--- config.mk ---
export PLATFORM = sky130hd
export DESIGN_NAME = swm_top
export DESIGN_NICKNAME = d
export VERILOG_FILES = /design/src/design/swm_pkg.sv /design/src/design/swm_sync.sv /design/src/design/swm_top.sv
export SDC_FILE = /design/constraint.sdc
export NUM_CORES = 1
export LEC_CHECK = 0
export BUFFER_PORTS_ARGS = -buffer_cell sky130_fd_sc_hd__buf_2
export CAP_MARGIN = 30
export CORE_MARGIN = 2
export CORE_UTILIZATION = 45
export CTS_CLUSTER_DIAMETER = 60
export CTS_CLUSTER_SIZE = 14
export DETAILED_ROUTE_END_ITERATION = 10
export GPL_TIMING_DRIVEN = 0
export PLACE_DENSITY = 0.78
export SLEW_MARGIN = 20
export SYNTH_ARGS = -nofsm -noshare
export SYNTH_HDL_FRONTEND = slang
export SYNTH_SLANG_ARGS = --single-unit
--- constraint.sdc ---
create_clock -name pclk -period 2.35 [get_ports pclk]
set_clock_uncertainty 0.2 [all_clocks]
set_input_delay 0.235 -clock pclk [delete_from_list [all_inputs] [get_ports pclk]]
set_output_delay 0.235 -clock pclk [all_outputs]
set_load 0.05 [all_outputs]
--- src/design/swm_pkg.sv ---
/*
 * constants of the servo warning monitor: register byte addresses,
 * warning bit positions, reset values and timing counts.
 * assumes a 200 MHz pclk and a 16-bit apb address.
 */
package swm_pkg;

   // -----------------------------------------------------------------
   // clock and timing
   // -----------------------------------------------------------------
   localparam int CLK_MHZ = 200;
   localparam int OVERLOAD_HOLD_US = 1000;
   localparam int OVERLOAD_HOLD_CYC = OVERLOAD_HOLD_US * CLK_MHZ;

   // -----------------------------------------------------------------
   // register byte addresses
   // -----------------------------------------------------------------
   localparam logic [15:0] ADDR_WARN_STATUS = 16'h2000;
   localparam logic [15:0] ADDR_CTRL = 16'h2004;
   localparam logic [15:0] ADDR_POS_LIMIT_HI = 16'h2008;
   localparam logic [15:0] ADDR_POS_LIMIT_LO = 16'h200C;
   localparam logic [15:0] ADDR_LOAD_RATE = 16'h2010;
   localparam logic [15:0] ADDR_WARNING_CHECK_MASK = 16'h2014;
   localparam logic [15:0] ADDR_SUPPLY_VOLT = 16'h2018;
   localparam logic [15:0] ADDR_IRQ_STATUS = 16'h201C;
   localparam logic [15:0] ADDR_IRQ_MASK = 16'h2020;
   localparam logic [15:0] ADDR_DISPLAY = 16'h2024;

   // -----------------------------------------------------------------
   // warning word bit positions
   // -----------------------------------------------------------------
   localparam int BIT_CELL_LOW = 1;
   localparam int BIT_TRAVEL = 2;
   localparam int BIT_LOAD = 4;
   localparam int BIT_COMBO = 5;
   localparam int BIT_SUPPLY = 6;
   localparam int BIT_EMERGENCY = 7;
   localparam int BIT_Z_PHASE = 14;

   localparam logic [15:0] WARN_BITS = 16'h00F6;
   localparam logic [15:0] MASK_BITS = 16'h40F6;
   localparam logic [15:0] MASK_RESET = 16'h40F6;

   // -----------------------------------------------------------------
   // control register fields and other register reset values
   // -----------------------------------------------------------------
   localparam int CTRL_ENC_INCREMENTAL = 0;
   localparam int CTRL_TRAVEL_EN = 1;
   localparam int CTRL_EMG_ASSIGNED = 2;
   localparam logic [2:0] CTRL_RESET = 3'h4;
   localparam logic [31:0] LIMIT_HI_RESET = 32'h7FFFFFFF;
   localparam logic [31:0] LIMIT_LO_RESET = 32'h80000000;
   localparam logic [15:0] IRQ_MASK_RESET = 16'h0000;

   // -----------------------------------------------------------------
   // thresholds and display letter
   // -----------------------------------------------------------------
   localparam logic [15:0] CELL_MIN_MV = 16'h0CE4;
   localparam logic [15:0] RATED_LOAD_PCT = 16'h0064;
   localparam logic [15:0] SUPPLY_MIN_MV = 16'h5DC0;
   localparam logic [7:0] DISPLAY_LETTER_W = 8'h57;

endpackage

--- src/design/swm_sync.sv ---
/*
 * two-flop synchroniser of a configurable width.
 * assumes a multi-bit input changes only slowly against pclk.
 */
module swm_sync #(
   parameter int W = 1
) (
   input wire logic pclk,
   input wire logic presetn,
   input wire logic [W-1:0] async_in,
   output logic [W-1:0] sync_out
);

   logic [W-1:0] meta_q;

   // -----------------------------------------------------------------
   // the first stage feeds the second only
   // -----------------------------------------------------------------
   always_ff @(posedge pclk or negedge presetn) begin
      if (!presetn) begin
         meta_q <= '0;
         sync_out <= '0;
      end else begin
         meta_q <= async_in;
         sync_out <= meta_q;
      end
   end

endmodule

--- src/design/swm_top.sv ---
/*
 * servo warning monitor: collects non-fatal warnings into a bit-coded
 * word, masks each check, clears warnings when causes vanish, shows
 * the code as W and two hex digits, and keeps the drive running unless the assigned emergency contact trips.
 * assumes an apb master on pclk; monitor pins are asynchronous.
 */
//
// Notes on behaviour
// - warnings flag only, servo keeps running except on the emergency warning
// - each warning clears itself when cause ends
// - per-bit check mask in mask register
// - bits: 1 battery, 2 travel, 4 overload
// - bits: 5 mismatch, 6 undervoltage, 7 emergency
// - mask bit 14 gates z-phase loss alarm
// - concurrent bits combine, shown W plus hex
// - battery low or missing raises battery warning
// - load above rated raises overload warning
// - assigned emergency contact stops and warns
// - motor current above drive current: mismatch
// - duplicate io function assignment: mismatch
// - incremental encoder use suppresses battery warning
// - supply below minimum raises undervoltage
// - battery replacement clears warning at once
module swm_top #(
   parameter int OVERLOAD_CYC = swm_pkg::OVERLOAD_HOLD_CYC
) (
   input wire logic pclk,
   input wire logic presetn,
   input wire logic psel,
   input wire logic penable,
   input wire logic pwrite,
   input wire logic [15:0] paddr,
   input wire logic [31:0] pwdata,
   output logic [31:0] prdata,
   output logic pready,
   output logic pslverr,
   input wire logic [15:0] cell_mv,
   input wire logic cell_present,
   input wire logic [15:0] load_pct,
   input wire logic [15:0] supply_mv,
   input wire logic emergency_stop_input,
   input wire logic z_phase_lost,
   input wire logic servo_on_command,
   input wire logic [15:0] motor_current_ma,
   input wire logic [15:0] drive_current_ma,
   input wire logic io_function_dup,
   input wire logic signed [31:0] cmd_position,
   output logic [15:0] warning_word,
   output logic warning_active,
   output logic [7:0] display_letter,
   output logic [7:0] display_code,
   output logic z_phase_loss_alarm,
   output logic emergency_stop,
   output logic servo_enable,
   output logic irq
);

   // -----------------------------------------------------------------
   // pin synchronisers
   // -----------------------------------------------------------------
   logic [15:0] cell_mv_s;
   logic cell_present_s;
   logic [15:0] load_pct_s;
   logic [15:0] supply_mv_s;
   logic emg_s;
   logic z_lost_s;
   logic servo_on_s;
   logic [15:0] motor_ma_s;
   logic [15:0] drive_ma_s;

   swm_sync #(.W(16)) u_sync_cell (
      .pclk(pclk),
      .presetn(presetn),
      .async_in(cell_mv),
      .sync_out(cell_mv_s)
   );

   swm_sync #(.W(16)) u_sync_load (
      .pclk(pclk),
      .presetn(presetn),
      .async_in(load_pct),
      .sync_out(load_pct_s)
   );

   swm_sync #(.W(16)) u_sync_supply (
      .pclk(pclk),
      .presetn(presetn),
      .async_in(supply_mv),
      .sync_out(supply_mv_s)
   );

   swm_sync #(.W(16)) u_sync_motor (
      .pclk(pclk),
      .presetn(presetn),
      .async_in(motor_current_ma),
      .sync_out(motor_ma_s)
   );

   swm_sync #(.W(16)) u_sync_drive (
      .pclk(pclk),
      .presetn(presetn),
      .async_in(drive_current_ma),
      .sync_out(drive_ma_s)
   );

   swm_sync #(.W(4)) u_sync_bits (
      .pclk(pclk),
      .presetn(presetn),
      .async_in({cell_present, emergency_stop_input, z_phase_lost,
                 servo_on_command}),
      .sync_out({cell_present_s, emg_s, z_lost_s, servo_on_s})
   );

   // -----------------------------------------------------------------
   // software state
   // -----------------------------------------------------------------
   logic [15:0] mask_q;
   logic [2:0] ctrl_q;
   logic signed [31:0] limit_hi_q;
   logic signed [31:0] limit_lo_q;
   logic [15:0] irq_mask_q;
   logic [15:0] irq_stat_q;

   logic setup;
   logic wr_en;
   assign setup = psel && !penable;
   assign wr_en = psel && penable && pwrite && pready;

   always_ff @(posedge pclk or negedge presetn) begin
      if (!presetn) begin
         mask_q <= swm_pkg::MASK_RESET;
      end else if (wr_en && paddr == swm_pkg::ADDR_WARNING_CHECK_MASK) begin
         mask_q <= pwdata[15:0] & swm_pkg::MASK_BITS;
      end
   end

   always_ff @(posedge pclk or negedge presetn) begin
      if (!presetn) begin
         ctrl_q <= swm_pkg::CTRL_RESET;
      end else if (wr_en && paddr == swm_pkg::ADDR_CTRL) begin
         ctrl_q <= pwdata[2:0];
      end
   end

   always_ff @(posedge pclk or negedge presetn) begin
      if (!presetn) begin
         limit_hi_q <= swm_pkg::LIMIT_HI_RESET;
         limit_lo_q <= swm_pkg::LIMIT_LO_RESET;
      end else if (wr_en && paddr == swm_pkg::ADDR_POS_LIMIT_HI) begin
         limit_hi_q <= pwdata;
      end else if (wr_en && paddr == swm_pkg::ADDR_POS_LIMIT_LO) begin
         limit_lo_q <= pwdata;
      end
   end

   always_ff @(posedge pclk or negedge presetn) begin
      if (!presetn) begin
         irq_mask_q <= swm_pkg::IRQ_MASK_RESET;
      end else if (wr_en && paddr == swm_pkg::ADDR_IRQ_MASK) begin
         irq_mask_q <= pwdata[15:0] & swm_pkg::WARN_BITS;
      end
   end

   // -----------------------------------------------------------------
   // warning causes
   // -----------------------------------------------------------------
   logic cell_low;
   logic travel_over;
   logic load_over;
   logic combo_bad;
   logic supply_low;
   logic emg_hit;
   logic [31:0] load_cnt_q;
   logic load_long;

   // a missing cell also counts as low; incremental use hides both
   assign cell_low = (!cell_present_s || cell_mv_s < swm_pkg::CELL_MIN_MV)
                     && !ctrl_q[swm_pkg::CTRL_ENC_INCREMENTAL];
   assign travel_over = ctrl_q[swm_pkg::CTRL_TRAVEL_EN]
                        && (cmd_position > limit_hi_q
                            || cmd_position < limit_lo_q);
   assign load_over = load_pct_s > swm_pkg::RATED_LOAD_PCT;
   assign combo_bad = (motor_ma_s > drive_ma_s)
                      || io_function_dup;
   assign supply_low = supply_mv_s < swm_pkg::SUPPLY_MIN_MV;
   assign emg_hit = emg_s && ctrl_q[swm_pkg::CTRL_EMG_ASSIGNED];

   // overload must persist, so short peaks pass without a warning
   always_ff @(posedge pclk or negedge presetn) begin
      if (!presetn) begin
         load_cnt_q <= 32'h00000000;
      end else if (!load_over) begin
         load_cnt_q <= 32'h00000000;
      end else if (!load_long) begin
         load_cnt_q <= load_cnt_q + 32'h00000001;
      end
   end

   assign load_long = load_cnt_q >= 32'(OVERLOAD_CYC);

   // -----------------------------------------------------------------
   // start-up hold
   // -----------------------------------------------------------------
   // synced pins read zero for two edges after reset, which looks like
   // a flat cell and a dead supply; the word is held off until then
   logic [1:0] warm_q;

   always_ff @(posedge pclk or negedge presetn) begin
      if (!presetn) begin
         warm_q <= 2'h0;
      end else if (!warm_q[1]) begin
         warm_q <= warm_q + 2'h1;
      end
   end

   // -----------------------------------------------------------------
   // warning word
   // -----------------------------------------------------------------
   logic [15:0] raw_d;
   logic [15:0] warn_d;

   always_comb begin
      raw_d = 16'h0000;
      raw_d[swm_pkg::BIT_CELL_LOW] = cell_low;
      raw_d[swm_pkg::BIT_TRAVEL] = travel_over;
      raw_d[swm_pkg::BIT_LOAD] = load_long;
      raw_d[swm_pkg::BIT_COMBO] = combo_bad;
      raw_d[swm_pkg::BIT_SUPPLY] = supply_low;
      raw_d[swm_pkg::BIT_EMERGENCY] = emg_hit;
      warn_d = raw_d & mask_q & swm_pkg::WARN_BITS
               & {16{warm_q[1]}};
   end

   // no latching: a bit follows its cause and drops once it is gone
   always_ff @(posedge pclk or negedge presetn) begin
      if (!presetn) begin
         warning_word <= 16'h0000;
         warning_active <= 1'b0;
      end else begin
         warning_word <= warn_d;
         warning_active <= |warn_d;
      end
   end

   // -----------------------------------------------------------------
   // segment display
   // -----------------------------------------------------------------
   always_ff @(posedge pclk or negedge presetn) begin
      if (!presetn) begin
         display_letter <= 8'h00;
         display_code <= 8'h00;
      end else begin
         display_letter <= (|warn_d) ? swm_pkg::DISPLAY_LETTER_W : 8'h00;
         display_code <= warn_d[7:0];
      end
   end

   // -----------------------------------------------------------------
   // drive outputs
   // -----------------------------------------------------------------
   // warnings never reach the enable; only the emergency contact stops
   always_ff @(posedge pclk or negedge presetn) begin
      if (!presetn) begin
         emergency_stop <= 1'b0;
         servo_enable <= 1'b0;
         z_phase_loss_alarm <= 1'b0;
      end else begin
         emergency_stop <= emg_hit;
         servo_enable <= servo_on_s && !emg_hit;
         z_phase_loss_alarm <= z_lost_s
                               && mask_q[swm_pkg::BIT_Z_PHASE];
      end
   end

   // -----------------------------------------------------------------
   // interrupts
   // -----------------------------------------------------------------
   logic [15:0] rise;
   logic [15:0] clr;

   assign rise = warn_d & ~warning_word;
   assign clr = (wr_en && paddr == swm_pkg::ADDR_IRQ_STATUS) ?
                pwdata[15:0] : 16'h0000;

   // a new event in the clearing cycle survives the clear
   always_ff @(posedge pclk or negedge presetn) begin
      if (!presetn) begin
         irq_stat_q <= 16'h0000;
      end else begin
         irq_stat_q <= (irq_stat_q & ~clr) | rise;
      end
   end

   always_ff @(posedge pclk or negedge presetn) begin
      if (!presetn) begin
         irq <= 1'b0;
      end else begin
         irq <= |((((irq_stat_q & ~clr) | rise)) & irq_mask_q);
      end
   end

   // -----------------------------------------------------------------
   // apb read and answer
   // -----------------------------------------------------------------
   logic [31:0] rd_d;
   logic hit_d;

   always_comb begin
      rd_d = 32'h00000000;
      hit_d = 1'b1;
      unique case (paddr)
         swm_pkg::ADDR_WARN_STATUS: rd_d = {16'h0000, warning_word};
         swm_pkg::ADDR_CTRL: rd_d = {29'h00000000, ctrl_q};
         swm_pkg::ADDR_POS_LIMIT_HI: rd_d = limit_hi_q;
         swm_pkg::ADDR_POS_LIMIT_LO: rd_d = limit_lo_q;
         swm_pkg::ADDR_LOAD_RATE: rd_d = {16'h0000, load_pct_s};
         swm_pkg::ADDR_WARNING_CHECK_MASK: rd_d = {16'h0000, mask_q};
         swm_pkg::ADDR_SUPPLY_VOLT: rd_d = {16'h0000, supply_mv_s};
         swm_pkg::ADDR_IRQ_STATUS: rd_d = {16'h0000, irq_stat_q};
         swm_pkg::ADDR_IRQ_MASK: rd_d = {16'h0000, irq_mask_q};
         swm_pkg::ADDR_DISPLAY: rd_d = {16'h0000, display_letter,
                                        display_code};
         default: hit_d = 1'b0;
      endcase
   end

   // one wait-free access: answer is prepared in the setup cycle
   always_ff @(posedge pclk or negedge presetn) begin
      if (!presetn) begin
         pready <= 1'b0;
         pslverr <= 1'b0;
         prdata <= 32'h00000000;
      end else begin
         pready <= setup;
         pslverr <= setup && !hit_d;
         if (setup && !pwrite) begin
            prdata <= rd_d;
         end else if (!psel) begin
            prdata <= 32'h00000000;
         end
      end
   end

endmodule

==> impl_metrics.env <==
export IMPL_cp_end_kind="flop"
export IMPL_drc=0
export IMPL_setup_ws_ps=-356.9
export IMPL_ir_drop_uv=623.1
export IMPL_yosysTopAreaCellShare_pct=53.51
export IMPL_required_ps=2590
export IMPL_drive_above_1_share_pct=28.22
export IMPL_drt_vias_per_instance=5.444
export IMPL_initial_core_util_pct=45.71
export IMPL_max_freq_ghz=0.3694
export IMPL_drv_slew=0
export IMPL_slew_headroom_pct=36.02
export IMPL_drtPass1Iterations=5
export IMPL_fp_coreArea_sq_um=30590
export IMPL_drt_iter0_markers=926
export IMPL_ys_seq_area_share_pct=61.02
export IMPL_grt_pass1_vias=11450
export IMPL_place_hpwl_um=25490
export IMPL_power_mw=11.65
export IMPL_synth_area_sq_um=13980
export IMPL_synthTopCellsByArea="dfrtp_1 54%, dfstp_2 7.5%, ha_1 7.2%, o21ai_0 3.4%, nand2_1 3.2%"
export IMPL_finalSetupTns_ps=-1199
export IMPL_routed_via_count=10960
export IMPL_worstPathCellList="inv_1 -> ha_4 -> a211oi_2 -> nor2_1 -> a211oi_1 -> o211ai_1 -> a221oi_4 -> a22oi_2 -> buf_6 -> o311ai_4"
export IMPL_hp_class="primary input to flop"
export IMPL_fill_cells=2323
export IMPL_fin_crit_ps=2707
export IMPL_synth_commonest_cells="299 x dfrtp_1, 120 x nand2_1, 95 x o21ai_0"
export IMPL_maxCapViolCount=0
export IMPL_synth_cell_types=68
export IMPL_status="finished, violations left"
export IMPL_antenna_found_initial=2
export IMPL_synth_top_area_cell="dfrtp_1"
export IMPL_arrival_ps=2950
export IMPL_drt_total_wl_um=39090
export IMPL_rsz0062_at_grt="yes"
export IMPL_finalNetCount=1845
export IMPL_synth_edf_count=0
export IMPL_crit_fanout=4
export IMPL_slowest_delay_ps=390
export IMPL_cts_root_buf="clkbuf_16"
export IMPL_yosys_warnings=0
export IMPL_yosys_register_bits=339
export IMPL_finalSetupViolCount=5
export IMPL_die_height_um=180.3
export IMPL_p_leak_nw=9.038
export IMPL_cts_tree="yes"
export IMPL_dieArea_sq_um=32500
export IMPL_numClockSinks=339
export IMPL_clk_latency_ps=560
export IMPL_grt_pass1_wl_um=60840
export IMPL_slowest_stage="dfrtp_1"
export IMPL_io_buffers=221
export IMPL_failed_checks="setup timing"
export IMPL_htree_levels=1
export IMPL_synthArstFlopShare_pct=100.0
export IMPL_syn_instance_count=1186
export IMPL_path_class="flop to flop"
export IMPL_hold_viol_final=0
export IMPL_ios=241
export IMPL_crit_path_start_kind="flop"
export IMPL_die_w_um=180.3
export IMPL_grt_use_total_pct=23.45
export IMPL_rows=64
export IMPL_cts_inserted_buffers=29
export IMPL_grt_max_degree=108
export IMPL_avgSynthCellArea_sq_um=11.79
export IMPL_finalCritPeriodShare_pct=115.2
export IMPL_areaGrowthSynthToFinish_pct=31.86
export IMPL_routedWlPerCell_um=19.41
export IMPL_tightestPinTransition_ps=959.7
export IMPL_synth_ff_type="dfrtp_1"
export IMPL_yosysMostFrequentCell="dfrtp_1"
export IMPL_grt_overflow=0
export IMPL_gp_congestion=0.9117
export IMPL_clkTransAtPathRegs_ps=70
export IMPL_powerDensity_nw_per_um2=631.6
export IMPL_postRouteAntennaNets=0
export IMPL_clockBufferDepth=3
==> layout by cell type, fill, tap and decap left out, types with 15 or more instances in the layout <==
| cell type | netlist | layout |
|---|---|---|
| nand4_1 | 25 | 25 |
| a22oi_1 | 31 | 30 |
| nand3_1 | 17 | 17 |
| ha_1 | 81 | 64 |
| mux2_2 | 18 | 18 |
| o21ai_0 | 95 | 92 |
| conb_1 | 1 | 15 |
| buf_2 | 14 | 234 |
| clkbuf_1 | 22 | 36 |
| ha_4 | 0 | 17 |
| nand2_1 | 120 | 120 |
| dfrtp_1 | 299 | 298 |
| inv_1 | 93 | 85 |
| nor2b_1 | 19 | 19 |
| a21o_1 | 18 | 18 |
| dfstp_2 | 40 | 40 |
| dlygate4sd3_1 | 0 | 121 |
| clkbuf_16 | 0 | 30 |
| buf_4 | 27 | 42 |
| nor2_1 | 36 | 35 |
| a21oi_1 | 43 | 39 |
==> power breakdown <==
part | switching [mW] | internal (mW) | total, mW | leakage (nW)
sequential | 0.140 | 6.04 | 6.18 | 4.01
clock | 2.09 | 2.48 | 4.57 | 0.417
combinational | 0.489 | 0.408 | 0.896 | 4.61
total | 2.72 | 8.92 | 11.6 | 9.04
==> final timing paths <==
check                                                   startpoint                                   end  slack, ps  cells past startpoint
worst max-delay path                    limit_lo_q[13]$_DFFE_PN0P_                         irq$_DFF_PN0_       -360                     10
worst min-delay path                                          psel                 prdata[0]$_DFFE_PN0P_         10                      3
worst min register to register  u_sync_supply.meta_q[14]$_DFF_PN0_  u_sync_supply.sync_out[14]$_DFF_PN0_        140                      0
max in group asynchronous                                  presetn                 mask_q[5]$_DFFE_PN1P_        280                      5
worst max register to register          limit_lo_q[13]$_DFFE_PN0P_                         irq$_DFF_PN0_       -360                     10
min in group asynchronous                                  presetn            limit_lo_q[23]$_DFFE_PN0P_        530                      3
==> worst max-delay path, delay by kind of cell, from the launching register on <==
family	cells	cell delay, ps
compound gates	6	1400
fa+ha+maj	1	220
buf+inv	2	270
flops	1	390
simple gates	1	100
==> per-stage QoR <==
stage | setup slack (ps) | util (%) | hold WS (ps) | cell area, sq um | instances
5_1_grt | -405.5 | 60.27 | 24.87 | 18440 | 2013
6_report | -356.9 | 60.28 | 11.54 | 18440 | 2014
2_1_floorplan | 4.075 | - | -260.6 | 14050 | 1200
4_1_cts | -343.4 | 59.56 | 2.541 | 18220 | 2004
3_5_place_dp | -763.0 | 51.47 | -16.77 | 15750 | 1820
3_3_place_gp | -5806 | 51.17 | 132.9 | 15650 | 1817
==> per-layer routing <==
metal  global-route usage (%)  part of all wire, %  vias to the layer above
met5                        0                    0                        -
met2                    38.96                   48                      541
met3                    4.507                  8.1                      112
met4                    9.581                  4.4                        0
li1                         -                    -                     4935
met1                    30.30                   40                     5376
==> layout make-up <==
class | count | area (sq um) | area share (%)
antenna | 2 | 5.005 | 0.02714
tap | 396 | 495.5 | 2.687
clock inverter | 3 | 43.79 | 0.2375
timing repair buffer | 363 | 2570 | 13.94
multi-input combinational | 700 | 5226 | 28.34
inverter | 93 | 349.1 | 1.893
buffer | 68 | 390.4 | 2.117
clock buffer | 50 | 824.5 | 4.472
sequential | 339 | 8534 | 46.28
==> registers in the layout, indices dropped and copies added (netlist names), 2 cells and up <==
register                count
limit_hi_q                 32
limit_lo_q                 32
load_cnt_q                 32
prdata                     32
irq_stat_q                 16
u_sync_drive.meta_q        16
u_sync_drive.sync_out      16
u_sync_load.meta_q         16
u_sync_load.sync_out       16
u_sync_motor.meta_q        16
u_sync_motor.sync_out      16
u_sync_supply.meta_q       16
u_sync_supply.sync_out     16
u_sync_cell.meta_q         14
u_sync_cell.sync_out       14
mask_q                      7
irq_mask_q                  6
warning_word                6
u_sync_bits.meta_q          4
u_sync_bits.sync_out        4
ctrl_q                      3
warm_q                      2
==> cell families after synthesis <==
logic type	count (synthesis)	share of synthesized area (%)
compound gates	276	12.68
xor+xnor	17	1.065
fa+ha+maj	81	7.248
buf+inv	161	5.243
flops	339	61.02
mux	27	2.094
other cells	1	0.02682
simple gates	284	10.62
==> what timing repair did <==
item | 4_1_cts | 5_1_grt
cloned | 0 | 1
gates resized for setup | 49 | 26
endpoints found under the setup margin | 80 | 183
pin swaps | 29 | 16
hold endpoints to repair | 388 | 0
hold buffers | 121 | 0
setup buffers | 10 | 7
Power figures use the tool's default switching activity.
